--- config.mk ---
export PLATFORM = sky130hd
export DESIGN_NAME = opcode_decode_upper_map
export DESIGN_NICKNAME = d
export VERILOG_FILES = /design/src/core/opdec_pkg.sv /design/src/core/opdec_len.sv /design/src/core/opcode_decode_upper_map.sv
export SDC_FILE = /design/constraint.sdc
export NUM_CORES = 1
export LEC_CHECK = 0
export ABC_AREA = 1
export BUFFER_PORTS_ARGS = -buffer_cell sky130_fd_sc_hd__buf_2
export CAP_MARGIN = 20
export CORE_MARGIN = 2
export CORE_UTILIZATION = 34
export CTS_BUF_LIST = sky130_fd_sc_hd__clkbuf_4
export CTS_CLUSTER_SIZE = 25
export DETAILED_ROUTE_END_ITERATION = 10
export PLACE_DENSITY = 0.71
export REMOVE_ABC_BUFFERS = 1
export SYNTH_ARGS = -nofsm -noshare
export SYNTH_HDL_FRONTEND = slang
export SYNTH_SLANG_ARGS = --single-unit
export TNS_END_PERCENT = 30
--- constraint.sdc ---
create_clock -name CLK_SYS -period 2.6 [get_ports CLK_SYS]
set_input_delay 0.26 -clock CLK_SYS [delete_from_list [all_inputs] [get_ports CLK_SYS]]
set_output_delay 0.26 -clock CLK_SYS [all_outputs]
set_load 0.02 [all_outputs]
--- src/core/opdec_pkg.sv ---
// Purpose: shared constants and types of the upper opcode map decoder
// Assumes: one opcode byte per fetch, operands presented alongside
// Notes: byte lengths cover the arithmetic groups, single-operand ops, C5 and short branches

package opdec_pkg;

   // =====================================================
   // widths
   localparam int unsigned BYTE_W = 8;
   localparam int unsigned LEN_W = 3;
   localparam int unsigned REL_W = 11;

   // =====================================================
   // special opcodes
   localparam logic [7:0] OPC_RSV_QUIET = 8'hee;
   localparam logic [7:0] OPC_RSV_IRQ_LO = 8'hec;
   localparam logic [7:0] OPC_RSV_IRQ_HI = 8'hed;
   localparam logic [7:0] OPC_SIGNED_PREFIX = 8'hfe;
   localparam logic [7:0] OPC_IND_BRANCH = 8'he3;
   localparam logic [7:0] OPC_CMPL = 8'hc5;
   localparam logic [4:0] OPC_SJ_TOP = 5'h04;
   localparam logic [4:0] OPC_SC_TOP = 5'h05;
   localparam logic [1:0] OPC_MULDIV_LOW = 2'h3;
   localparam logic [3:0] ROW_MUL3_W = 4'h4;
   localparam logic [3:0] ROW_MUL3_B = 4'h5;
   localparam logic [3:0] ROW_MUL2_W = 4'h6;
   localparam logic [3:0] ROW_MUL2_B = 4'h7;
   localparam logic [3:0] ROW_DIV_W = 4'h8;
   localparam logic [3:0] ROW_DIV_B = 4'h9;
   localparam logic [3:0] ROW_ADDC_W = 4'ha;
   localparam logic [3:0] ROW_ADDC_B = 4'hb;
   localparam logic [2:0] ROW_3OP_TOP = 3'h2;
   localparam logic [1:0] OPC_SUB_PAIR = 2'h2;

   // =====================================================
   // byte counts
   localparam logic [LEN_W-1:0] LEN_SINGLE = 3'h2;
   localparam logic [LEN_W-1:0] LEN_2OP = 3'h3;
   localparam logic [LEN_W-1:0] LEN_3OP = 3'h4;
   localparam logic [LEN_W-1:0] LEN_SHORT_BR = 3'h2;
   localparam logic [LEN_W-1:0] LEN_CMPL = 3'h3;
   localparam logic [LEN_W-1:0] LEN_ONE = 3'h1;
   localparam logic [LEN_W-1:0] LEN_NONE = 3'h0;

   // bit of the first operand byte that picks the long index form
   localparam int unsigned IDX_LONG_BIT = 0;

   // =====================================================
   // types
   typedef enum logic [1:0] {
      AM_DIRECT = 2'b00,
      AM_IMMEDIATE = 2'b01,
      AM_INDIRECT = 2'b10,
      AM_INDEXED = 2'b11
   } addr_mode_t;

   typedef enum logic [3:0] {
      OC_OTHER = 4'b0000,
      OC_ARITH = 4'b0001,
      OC_BYTE_SUBTRACT = 4'b0010,
      OC_WORD_MUL_MAC = 4'b0011,
      OC_UNSIGNED_BYTE_MULTIPLY = 4'b0100,
      OC_UNSIGNED_WORD_DIVIDE = 4'b0101,
      OC_UNSIGNED_BYTE_DIVIDE = 4'b0110,
      OC_SHORT_RELATIVE_JUMP = 4'b0111,
      OC_SHORT_RELATIVE_CALL = 4'b1000,
      OC_INDIRECT_BRANCH_16 = 4'b1001,
      OC_EXTENDED_INDIRECT_BRANCH = 4'b1010,
      OC_RESERVED = 4'b1011,
      OC_SINGLE_DIRECT = 4'b1100
   } op_class_t;

   typedef enum logic {
      ST_PLAIN = 1'b0,
      ST_PREFIXED = 1'b1
   } prefix_state_t;

   typedef struct packed {
      logic [BYTE_W-1:0] opcode;
      logic [BYTE_W-1:0] opnd1;
      logic dest_lsb;
   } fetch_t;

   typedef struct packed {
      op_class_t op_class;
      addr_mode_t mode;
      logic mode_valid;
      logic [LEN_W-1:0] length;
      logic is_signed;
      logic prefixed;
      logic [REL_W-1:0] rel_offset;
      logic reserved;
      logic mac_round_ok;
   } dec_info_t;

   localparam dec_info_t DEC_INFO_RESET = '{
      op_class: OC_OTHER, mode: AM_DIRECT, mode_valid: 1'b0,
      length: LEN_NONE, is_signed: 1'b0, prefixed: 1'b0,
      rel_offset: 11'h000, reserved: 1'b0, mac_round_ok: 1'b0};

endpackage

--- src/core/opdec_len.sv ---
// Purpose: instruction byte length for arithmetic groups and branches
// Assumes: opcode and long-index flag are valid together
// Notes: unknown opcodes report length zero with known low

`timescale 1ns/10ps
`default_nettype none

module opdec_len
   import opdec_pkg::*;
(
   // opcode and qualifiers
   input wire logic [7:0] opcode,
   input wire logic long_idx,
   input wire logic prefixed,
   // result
   output logic [2:0] len,
   output logic known
);

   // =====================================================
   // row decode
   wire [3:0] row = opcode[7:4];
   wire [1:0] am = opcode[1:0];
   wire low_arith = (opcode[7:6] == 2'b01);
   wire mid_arith = (row == ROW_DIV_W) || (row == ROW_DIV_B);
   wire carry_rows = ((row == ROW_ADDC_W) || (row == ROW_ADDC_B))
      && (opcode[3:2] != 2'b00) && (opcode[3:2] != 2'b11);
   wire arith = low_arith || mid_arith || carry_rows;
   wire three_op = (opcode[7:5] == ROW_3OP_TOP);
   wire is_word = ~opcode[4];
   wire single = (opcode[7:5] == 3'b000) && (opcode[3] == 1'b0)
      && ((opcode[2:0] == 3'h1) || (opcode[2:0] >= 3'h5));
   wire short_br = (opcode[7:3] == OPC_SJ_TOP)
      || (opcode[7:3] == OPC_SC_TOP) || (opcode == OPC_IND_BRANCH);

   // =====================================================
   // arithmetic length: base, wide immediate, index, prefix
   wire [2:0] base = three_op ? LEN_3OP : LEN_2OP;
   wire [2:0] imm_add = (am == AM_IMMEDIATE && is_word) ? LEN_ONE
      : LEN_NONE;
   wire [2:0] idx_add = (am == AM_INDEXED) ?
      (long_idx ? LEN_SHORT_BR : LEN_ONE) : LEN_NONE;
   wire [2:0] pfx_add = prefixed ? LEN_ONE : LEN_NONE;
   wire [2:0] arith_len = 3'(base + imm_add + idx_add + pfx_add);

   assign len = arith ? arith_len
      : single ? LEN_SINGLE
      : (opcode == OPC_CMPL) ? LEN_CMPL
      : short_br ? LEN_SHORT_BR
      : LEN_NONE;
   assign known = arith || single || short_br || (opcode == OPC_CMPL);

endmodule

`default_nettype wire

--- src/core/opcode_decode_upper_map.sv ---
// Purpose: decode opcode bytes into class, mode, length and sign
// Assumes: the fetch unit presents one opcode with the bytes after it
// Notes: one decode per accepted opcode except the FE prefix, answer one clock later
//
// Functional notes
// - EE is reserved and raises no interrupt
// - E3 branches 16-bit or extended per mode
// - destination bit zero selects signed multiply/divide
// - FE prefix selects signed, one byte longer
// - signed and unsigned share one opcode
// - short jump/call offset is eleven-bit two's complement
// - two low opcode bits select addressing mode
// - long indexed form is one byte longer
// - length per operation and mode, word immediate wider
// - not-applicable modes are unsupported
// - multiply-accumulate shares the word multiply opcodes

`timescale 1ns/10ps
`default_nettype none

module opcode_decode_upper_map
   import opdec_pkg::*;
(
   // clock and reset
   input wire logic CLK_SYS,
   input wire logic RST_B,
   // fetch side
   input wire logic FETCH_VALID,
   input wire opdec_pkg::fetch_t FETCH,
   input wire logic MODE_1MB,
   // decode result
   output logic DEC_VALID,
   output opdec_pkg::dec_info_t DEC_INFO,
   output logic UNIMPL_IRQ
);
   import opdec_pkg::*;

   // =====================================================
   // fields of the fetched opcode
   wire [7:0] op = FETCH.opcode;
   wire [3:0] row = op[7:4];
   wire [1:0] low2 = op[1:0];
   wire [1:0] col = op[3:2];

   // =====================================================
   // prefix tracking
   prefix_state_t state_reg;
   prefix_state_t state_next;
   wire is_prefix = (op == OPC_SIGNED_PREFIX);

   // =====================================================
   // multiply and divide columns
   wire muldiv_col = (col == OPC_MULDIV_LOW);
   wire word_mul = muldiv_col
      && ((row == ROW_MUL3_W) || (row == ROW_MUL2_W));
   wire byte_mul = muldiv_col
      && ((row == ROW_MUL3_B) || (row == ROW_MUL2_B));
   wire word_div = muldiv_col && (row == ROW_DIV_W);
   wire byte_div = muldiv_col && (row == ROW_DIV_B);
   wire muldiv = word_mul || byte_mul || word_div || byte_div;

   // a prefix only counts when it lands on a multiply or divide
   wire pfx_applies = (state_reg == ST_PREFIXED) && muldiv;
   wire signed_op = muldiv
      && (FETCH.dest_lsb || pfx_applies);

   // =====================================================
   // other classes
   wire byte_sub = (col == OPC_SUB_PAIR)
      && ((row == ROW_MUL3_B) || (row == ROW_MUL2_B));
   wire sjump = (op[7:3] == OPC_SJ_TOP);
   wire short_relative_call = (op[7:3] == OPC_SC_TOP);
   wire ind_br = (op == OPC_IND_BRANCH);
   wire rsv_quiet = (op == OPC_RSV_QUIET);
   wire rsv_irq = (op == OPC_RSV_IRQ_LO)
      || (op == OPC_RSV_IRQ_HI);
   wire single = (op[7:5] == 3'b000) && (op[3] == 1'b0)
      && ((op[2:0] == 3'h1) || (op[2:0] >= 3'h5));

   // arithmetic and logic rows where the low bits carry the mode
   wire low_rows = (op[7:6] == 2'b01);
   wire mid_rows = (row == ROW_DIV_W) || (row == ROW_DIV_B);
   wire carry_rows = ((row == ROW_ADDC_W) || (row == ROW_ADDC_B))
      && (col != 2'b00) && (col != 2'b11);
   wire mode_rows = low_rows || mid_rows || carry_rows;

   // =====================================================
   // class selection
   wire op_class_t cls =
      rsv_quiet || rsv_irq ? OC_RESERVED
      : ind_br ? (MODE_1MB ? OC_EXTENDED_INDIRECT_BRANCH
         : OC_INDIRECT_BRANCH_16)
      : sjump ? OC_SHORT_RELATIVE_JUMP
      : short_relative_call ? OC_SHORT_RELATIVE_CALL
      : word_mul ? OC_WORD_MUL_MAC
      : byte_mul ? OC_UNSIGNED_BYTE_MULTIPLY
      : word_div ? OC_UNSIGNED_WORD_DIVIDE
      : byte_div ? OC_UNSIGNED_BYTE_DIVIDE
      : byte_sub ? OC_BYTE_SUBTRACT
      : single ? OC_SINGLE_DIRECT
      : mode_rows ? OC_ARITH
      : OC_OTHER;

   // =====================================================
   // addressing mode
   // single-operand ops only exist in direct form
   wire addr_mode_t mode = single ? AM_DIRECT
      : addr_mode_t'(low2);
   wire mode_valid = mode_rows || single;

   // rounding accumulate has no immediate form; the variant
   // itself is picked by bytes beyond the opcode
   wire round_ok = word_mul && (mode != AM_IMMEDIATE);

   // =====================================================
   // relative offset of short jump and call
   wire [10:0] rel = (sjump || short_relative_call) ?
      {op[2:0], FETCH.opnd1} : 11'h000;

   // =====================================================
   // length
   wire [2:0] len;
   wire len_known;

   opdec_len u_len (
      .opcode(op),
      .long_idx(FETCH.opnd1[IDX_LONG_BIT]),
      .prefixed(pfx_applies),
      .len(len),
      .known(len_known)
   );

   // length is only meaningful where the table defines one
   wire [2:0] len_out = len_known ? len : LEN_NONE;

   // =====================================================
   // assembled decode word
   dec_info_t info_next;

   always_comb begin
      info_next = DEC_INFO_RESET;
      info_next.op_class = cls;
      info_next.mode = mode;
      info_next.mode_valid = mode_valid;
      info_next.length = len_out;
      info_next.is_signed = signed_op;
      info_next.prefixed = pfx_applies;
      info_next.rel_offset = rel;
      info_next.reserved = rsv_quiet || rsv_irq;
      info_next.mac_round_ok = round_ok;
   end

   // =====================================================
   // prefix state machine
   always_comb begin
      state_next = state_reg;
      if (FETCH_VALID) begin
         case (state_reg)
            ST_PLAIN: begin
               if (is_prefix) begin
                  state_next = ST_PREFIXED;
               end
            end
            ST_PREFIXED: begin
               // a repeated prefix keeps it pending
               if (!is_prefix) begin
                  state_next = ST_PLAIN;
               end
            end
            default: begin
               state_next = ST_PLAIN;
            end
         endcase
      end
   end

   // =====================================================
   // outputs
   wire valid_next = FETCH_VALID && !is_prefix;
   wire irq_next = FETCH_VALID && rsv_irq;

   always_ff @(posedge CLK_SYS) begin
      if (!RST_B) begin
         state_reg <= ST_PLAIN;
         DEC_VALID <= 1'b0;
         DEC_INFO <= DEC_INFO_RESET;
         UNIMPL_IRQ <= 1'b0;
      end else begin
         state_reg <= state_next;
         DEC_VALID <= valid_next;
         UNIMPL_IRQ <= irq_next;
         if (valid_next) begin
            DEC_INFO <= info_next;
         end
      end
   end

endmodule

`default_nettype wire

==> metrics list, run 1 <==
- From left edge to right edge, the die measures 70.8 um.
- Floorplan die area: 5010 sq um
- Synthesized area per cell: between 7 and 8 sq um
- Most frequent cells after synthesis: nand2_1, dfxtp_1, nor2_1
- Gates resized during post-CTS repair numbered 0.
* CP Data Arrival Time: roughly 2600 ps
- Transition at the pin with the smallest max-transition slack: 463 ps
- Broken down by cell family, the worst path's largest delay share belongs to adder cells.
- Post-Syn Instances: 212
- For the worst setup path, the data required time is 2890 ps.
* Post-DP HPWL: roughly 3000 um
* Class of the tightest hold or removal check: input port to flop
* Drt total wl: 3960 um
- At the end of the flow, the number of nets in the layout was 290.
- The share of synthesized area in the top cell type comes to 36.9%.
- Setup repair after global routing left no endpoint under its margin.
- Antenna violations before repair: 0
- Series of cell instances along the critical path: buf_2, inv_1, nor2_1, nand2_1, o211ai_1, nand2_1, fa_1, inv_1, ha_1, fa_1, inv_1, a21oi_1, nand3_1, nand2_1
* CTS tree: done
- Endpoint class of the critical path: flop
* Vertical extent of the die: between 70 and 80 um
- Share of the cycle needed by the critical path after routing: 89.3%
- Measured against its own limit, the worst slew margin works out to 69.1%.
- Top register by number of flip-flops: DEC_INFO
- Clock latency at the later pin of the worst-skew pair: 330 ps
- Most common flop cell mapped by yosys: dfxtp_1
- Routability-driven placement finished with a final weighted congestion of between 0.8 and 0.9.
* Worst setup path class: input port to flop
- On the worst path, the slowest cell contributes a delay of around 550 ps.
- The register with the most flip-flops in the layout has 25 of them.
- Entering global routing, the biggest net connects 25 pins.
- The worst path in the final design needs a cycle of 2320 ps, including I/O delays and setup.
- Warnings from Yosys: 0
- In this run the post-CTS setup repair buffer count came out at 0.
* Detail-routed net length per standard cell: 12.5 um
- Top-count cell post-synth: nand2_1
* Number of unique standard cell types used by synthesis: 31
- Global routing used roughly 16% of the available tracks.
- Dividing total power by cell area gives a power density of 493 nW/um^2.
- Setup violations remaining at the end of the flow were counted as 0.
* Biggest area contributors in the synthesized netlist: dfxtp_1, nand2_1, nor2_1, inv_1, nand3_1
* Sequential-to-total area share from yosys stat: a little under two fifths
- Share of post-route cells with drive strength above 1: between 30 and 40%
* Number of iterations in the first detailed-routing pass: 4
- Across the run, the number of max-cap violations was 0.
* TritonCTS Buffers: 3
- Register bit count reported by yosys: 28
* Number of port buffers: 47
- Internal reg-to-reg setup slack: 430 ps
* Leakage power: 0.962 nW
- CORE AREA: 4320 sq um
- Library cell used as clock root buffer: clkbuf_4
- Max clock buf depth: 2
- Highest clock rate: approximately 430 MHz
- Grt ovf: 0
* Final max-slew violation count: 0
* Routed via count: 1504
- Worst Slack Setup Final: 278 ps
- Clock tree synthesis found a total of 28 sinks.
* Number of DRC markers after the initial detailed-route iteration: 63
- Largest fanout on the critical path: 5
* Number of buffer and inverter instances along the worst setup path: 4
- The via count of the first global-routing pass came to 1472.
* Starting density of the core: 35.1%
- For this design the top-level I/O count stands at 48.
- Using the TritonRoute via totals, the vias-per-cell ratio works out to 4.76.
- Area Growth Syn to Fin: 23.2%
- Critical path launch point type: input port
- Final hold analysis gives a worst-case slack of 156 ps.
- The first global-routing pass estimated 6700 um of wire.
* # DRC: 0
- Fraction of registers with async set/reset: 0%
- OpenSTA, run right after detailed placement, puts the worst setup slack at -55.6 ps.
- Count of endpoints failing hold in the final timing report: 0
* Number of enable flip-flop cells after synthesis: 0
- Rows: 24
- Result of the run: completed
- In this run the number of H-tree levels came out at 1.
- Remaining antenna violation count after routing: 0
- Clock transition at path regs: 160 ps
- Crit path max-delay cell type: fa_1
- After synthesis the cells add up to 1520 sq um.
* Hold bufs inserted after CTS: 0
- For the final database, setup skew stands at 5.64 ps.
- Post-synth top area cell: dfxtp_1
- The repair_antennas step left the layout with diodes totalling 0.
- Worst voltage drop across the vdd grid: 0.000286 V
==> metal layers <==
metal / wire, um / up-vias / track usage (%)
li1: - / 789 / -
met1: 1840 / 654 / 21.2
met2: 1840 / 53 / 28.1
met3: 229 / 8 / 2.85
met4: 51 / 0 / 4.82
met5: 0 / - / 0
==> worst min-delay path: stages <==
cell and delay [ps]:
buf_2 70, a21oi_1 50, nor2_1 90
==> per-stage QoR <==
stage / instances / utilization [%] / power (mW) / cell area [sq um] / setup TNS [ps]
6_report: 316 / 43.3 / 0.923 / 1870 / 0
4_1_cts: 316 / 43.3 / 0.930 / 1870 / 0
3_3_place_gp: 312 / 42.0 / 0.637 / 1820 / 0
5_1_grt: 316 / 43.3 / 0.967 / 1870 / 0
3_5_place_dp: 312 / 42.0 / 0.639 / 1820 / -104
2_1_floorplan: 205 / - / 0.564 / 1460 / 0
==> final cells by class <==
type                    count  area (sq um)
well taps                  52          65.1
repair buffers             55           295
multi-input cells         151           796
clock buffers               3          22.5
inverters                  26           101
flip-flops and latches     28           561
fillers                   489          2450
clock inverters             1          30.0
==> worst paths after layout <==
check                      end  cells past startpoint         start
hold / removal     DEC_INFO[7]                      3      FETCH[6]
setup reg to reg  DEC_INFO[16]                      9     state_reg
setup / recovery  DEC_INFO[16]                     14     FETCH[16]
hold reg to reg   DEC_INFO[14]                      2  DEC_INFO[14]
==> cell usage in the layout (no fill, tap or decap) <==
cell	Yosys	layout
buf_2	2	47
nand2_2	6	6
nor2_1	28	28
dfxtp_1	28	28
nand3_1	16	16
bufinv_16	0	1
inv_1	24	24
o2111ai_1	1	1
fa_1	2	2
xnor2_1	1	1
and2_1	1	1
clkbuf_4	0	3
inv_4	1	1
buf_4	0	8
o21a_1	2	2
o21ai_1	5	5
nand2_4	2	2
ha_1	2	2
a21oi_1	14	14
o21ai_2	7	7
nor3_1	3	3
nand2_1	42	42
o31ai_1	1	1
clkinv_2	1	1
nand4_1	2	2
o211ai_1	2	2
nor2_2	1	1
or2_2	1	1
nand3_2	1	1
o21ai_0	10	10
nor3_2	1	1
==> report_power, final <==
group	total, mW	leakage, nW	switching [mW]	internal (mW)
combinational	0.174	0.705	0.112	0.0616
sequential	0.457	0.229	0.00976	0.447
clock	0.292	0.0279	0.136	0.156
==> cells by family after synthesis <==
| group | count (synthesis) | synth area share [%] |
|---|---|---|
| flops | 28 | 36.9 |
| fa+ha+maj | 4 | 4.29 |
| compound gates | 42 | 16.7 |
| simple gates | 104 | 30.9 |
| buf+inv | 33 | 10.6 |
| xor+xnor | 1 | 0.577 |
Note: power is estimated with default switching activity, not from simulation.
==> run 2: changes to the inputs <==
- CORE_UTILIZATION: 34 -> 45
- PLACE_DENSITY: 0.71 -> not set
- PLACE_DENSITY_LB_ADDON: not set -> 0.1
==> metrics list, run 2 (synthesized netlist as in run 1, its figures left out) <==
- The critical path goes through buf_2, inv_1, nor2_1, nand2_1, o211ai_1, nand2_1, fa_1, inv_1, ha_1, fa_1, inv_1, a21oi_1, nand3_1, nand2_1.
- Worst setup path class: input port to flop
- Worst voltage drop across the vdd grid: 0.000441 V
* Share of post-route cells with drive strength above 1: between 30 and 40%
- Compared with the post-synthesis result, the final layout area differs by 22.8%.
- Grouping stages by cell kind, the critical path spends the most delay in adder cells.
- Remaining antenna violation count after routing: 0
- Setup violations remaining at the end of the flow were counted as 0.
- The register with the most flip-flops in the layout has 25 of them.
- Final instance area: 1860 sq um
* Setup Slack @ Placement: -36.4 ps
- Crit path max-delay cell type: fa_1
* Library cell used as clock root buffer: clkbuf_4
* Vias in the first global route: ~1300
* Clock H-tree levels: 1
* Post-CTS Repair Setup Buffers: 0
- Internal reg-to-reg setup slack: 410 ps
* Number of buffer and inverter instances along the worst setup path: 4
- From bottom edge to top edge, the die measures 62.1 um.
- For this run, design rule violations remaining after detail routing come to 0.
- In this run the count of I/O pins placed on the die edge is 48.
* Cells on worst reg2reg path: 9
* Count of cells resized by post-cts repair: 0
- Starting density of the core: a little under half
- CTS tree: done
- In the finished design, the share of the clock period the worst path needs comes to between 80% and 90%.
- Net total in the final layout: 294
- The most critical setup path has its endpoint at DEC_INFO[16].
- Once placement completed, the tool counted placed cells totaling 310.
- R2r endpoint: DEC_INFO[16]
- Summed over all failing endpoints, the final setup total negative slack is 0 ps.
- Power spread over the standard cell area amounts to 432 nW/um^2.
* Number of iterations in the first detailed-routing pass: 4
* Final weighted congestion in routability-driven placement: 0.927
* Pin count of the biggest net entering global routing: 25
* Maximum Capacitance Violations: 0
- After the flow finishes, the layout carries non-filler instances totaling 313.
- Setup repair after global routing missed its margin: no
* TritonCTS Buffers: 3
* Final max-slew violation count: 0
- Result of the run: completed
* Grt ovf: 0
- Global-route wire length before repair: 5910 um
* Highest clock rate: 429 MHz
- Antenna diodes: 0
- After clock tree synthesis, the flow added hold-fix buffers numbering 0.
- In this run the number of cells on the critical path is 14.
* Floorplan die area: 3850 sq um
- Antenna violations before repair: 0
- Commonest cells after routing, fill and taps aside: buf_2, nand2_1, dfxtp_1, nor2_1, inv_1
* Number of port buffers: 47
- Ranked by flip-flop count, first place goes to DEC_INFO.
* Class of the tightest hold or removal check: input port to flop
* Max clock buf depth: 2
- At the worst endpoint, the arrival time is 2600 ps.
- STA classifies the critical path startpoint as an input port.
* Overall power consumption: 805 uW
- CORE AREA: 3280 sq um
* Detail-routed net length per standard cell: 11.7 um
* Clock transition at path regs: between 100 and 150 ps
- Reg-to-reg critical path startpoint: state_reg
- First element of the critical path: FETCH[16]
- The final route contains 1506 vias.
- Critical path required time: 2870 ps
- The final-report hold violation count was 0.
- The die is 62.1 um wide.
- Global routing consumed, over all layers together, 20.9% of the routing resources.
- Largest fanout on the critical path: 5
- Across the routed clock network, the largest skew measured is between 3 and 4 ps.
- Time the final worst path needs with I/O delays and setup: 2330 ps
* CTS sink count: 28
- Setup slack closes at 271 ps.
* Endpoint class of the critical path: flop
- Headroom to the max-slew limit: 70.1%
- The later pin in the worst-skew pair is clocked with a latency of 310 ps.
- Dividing the detail-routed via count by the number of cells gives approximately 4.8.
- Drt total wl: 3670 um
* Worst Min Path Start: FETCH[6]
* Rows: 21
- Leaving out fill and tap cells, the most frequent cell in the layout is buf_2.
- Once placement finished, the instance area stood at 1840 sq um.
* Transition at the pin with the smallest max-transition slack: between 400 and 500 ps
* Post-DP HPWL: 2790 um
- Crit path largest cell delay: around 550 ps
* Number of DRC markers after the initial detailed-route iteration: 38
* Leakage power: 0.967 nW
run 2: final cells by class:
class                      instances  area [sq um]
tap                               46          57.6
fill                             350          1420
clock buffer                       3          22.5
sequential                        28           561
inverter                          26           101
timing repair buffer              59           325
multi-input combinational        151           796
run 2: metal layers:
metal	track usage (%)	vias to the layer above	share of wire, %
li1	-	791	-
met1	27.9	671	47
met2	35.4	42	47
met3	4.14	2	5.3
met4	3.65	0	0.52
met5	0	-	0
run 2: stage by stage:
step           util (%)  hold WS (ps)
5_1_grt            56.7           172
6_report           56.7           181
3_5_place_dp       56.0           440
4_1_cts            56.7           176
3_3_place_gp       56.0           436
2_1_floorplan         -           368
run 2: power breakdown:
part           leakage [nW]  switching [mW]  internal (mW)  total [mW]
registers             0.229         0.00876          0.447       0.455
clock network        0.0138           0.117         0.0542       0.171
logic                 0.724           0.113         0.0654       0.179
total                 0.967           0.239          0.566       0.805
run 2: how the worst min path moves through the flow:
| stage | to | depth (start not counted) |
|---|---|---|
| finish | DEC_INFO[7] | 3 |
| global route | DEC_INFO[6] | 3 |
| CTS | DEC_INFO[7] | 3 |
| detailed placement | DEC_INFO[14] | 2 |
| global placement | DEC_INFO[3] | 2 |
| floorplan | DEC_INFO[7] | 2 |
run 2: tightest hold or removal path: stages:
cell and delay [ps]:
buf_2 70, a21oi_1 50, nor2_1 90
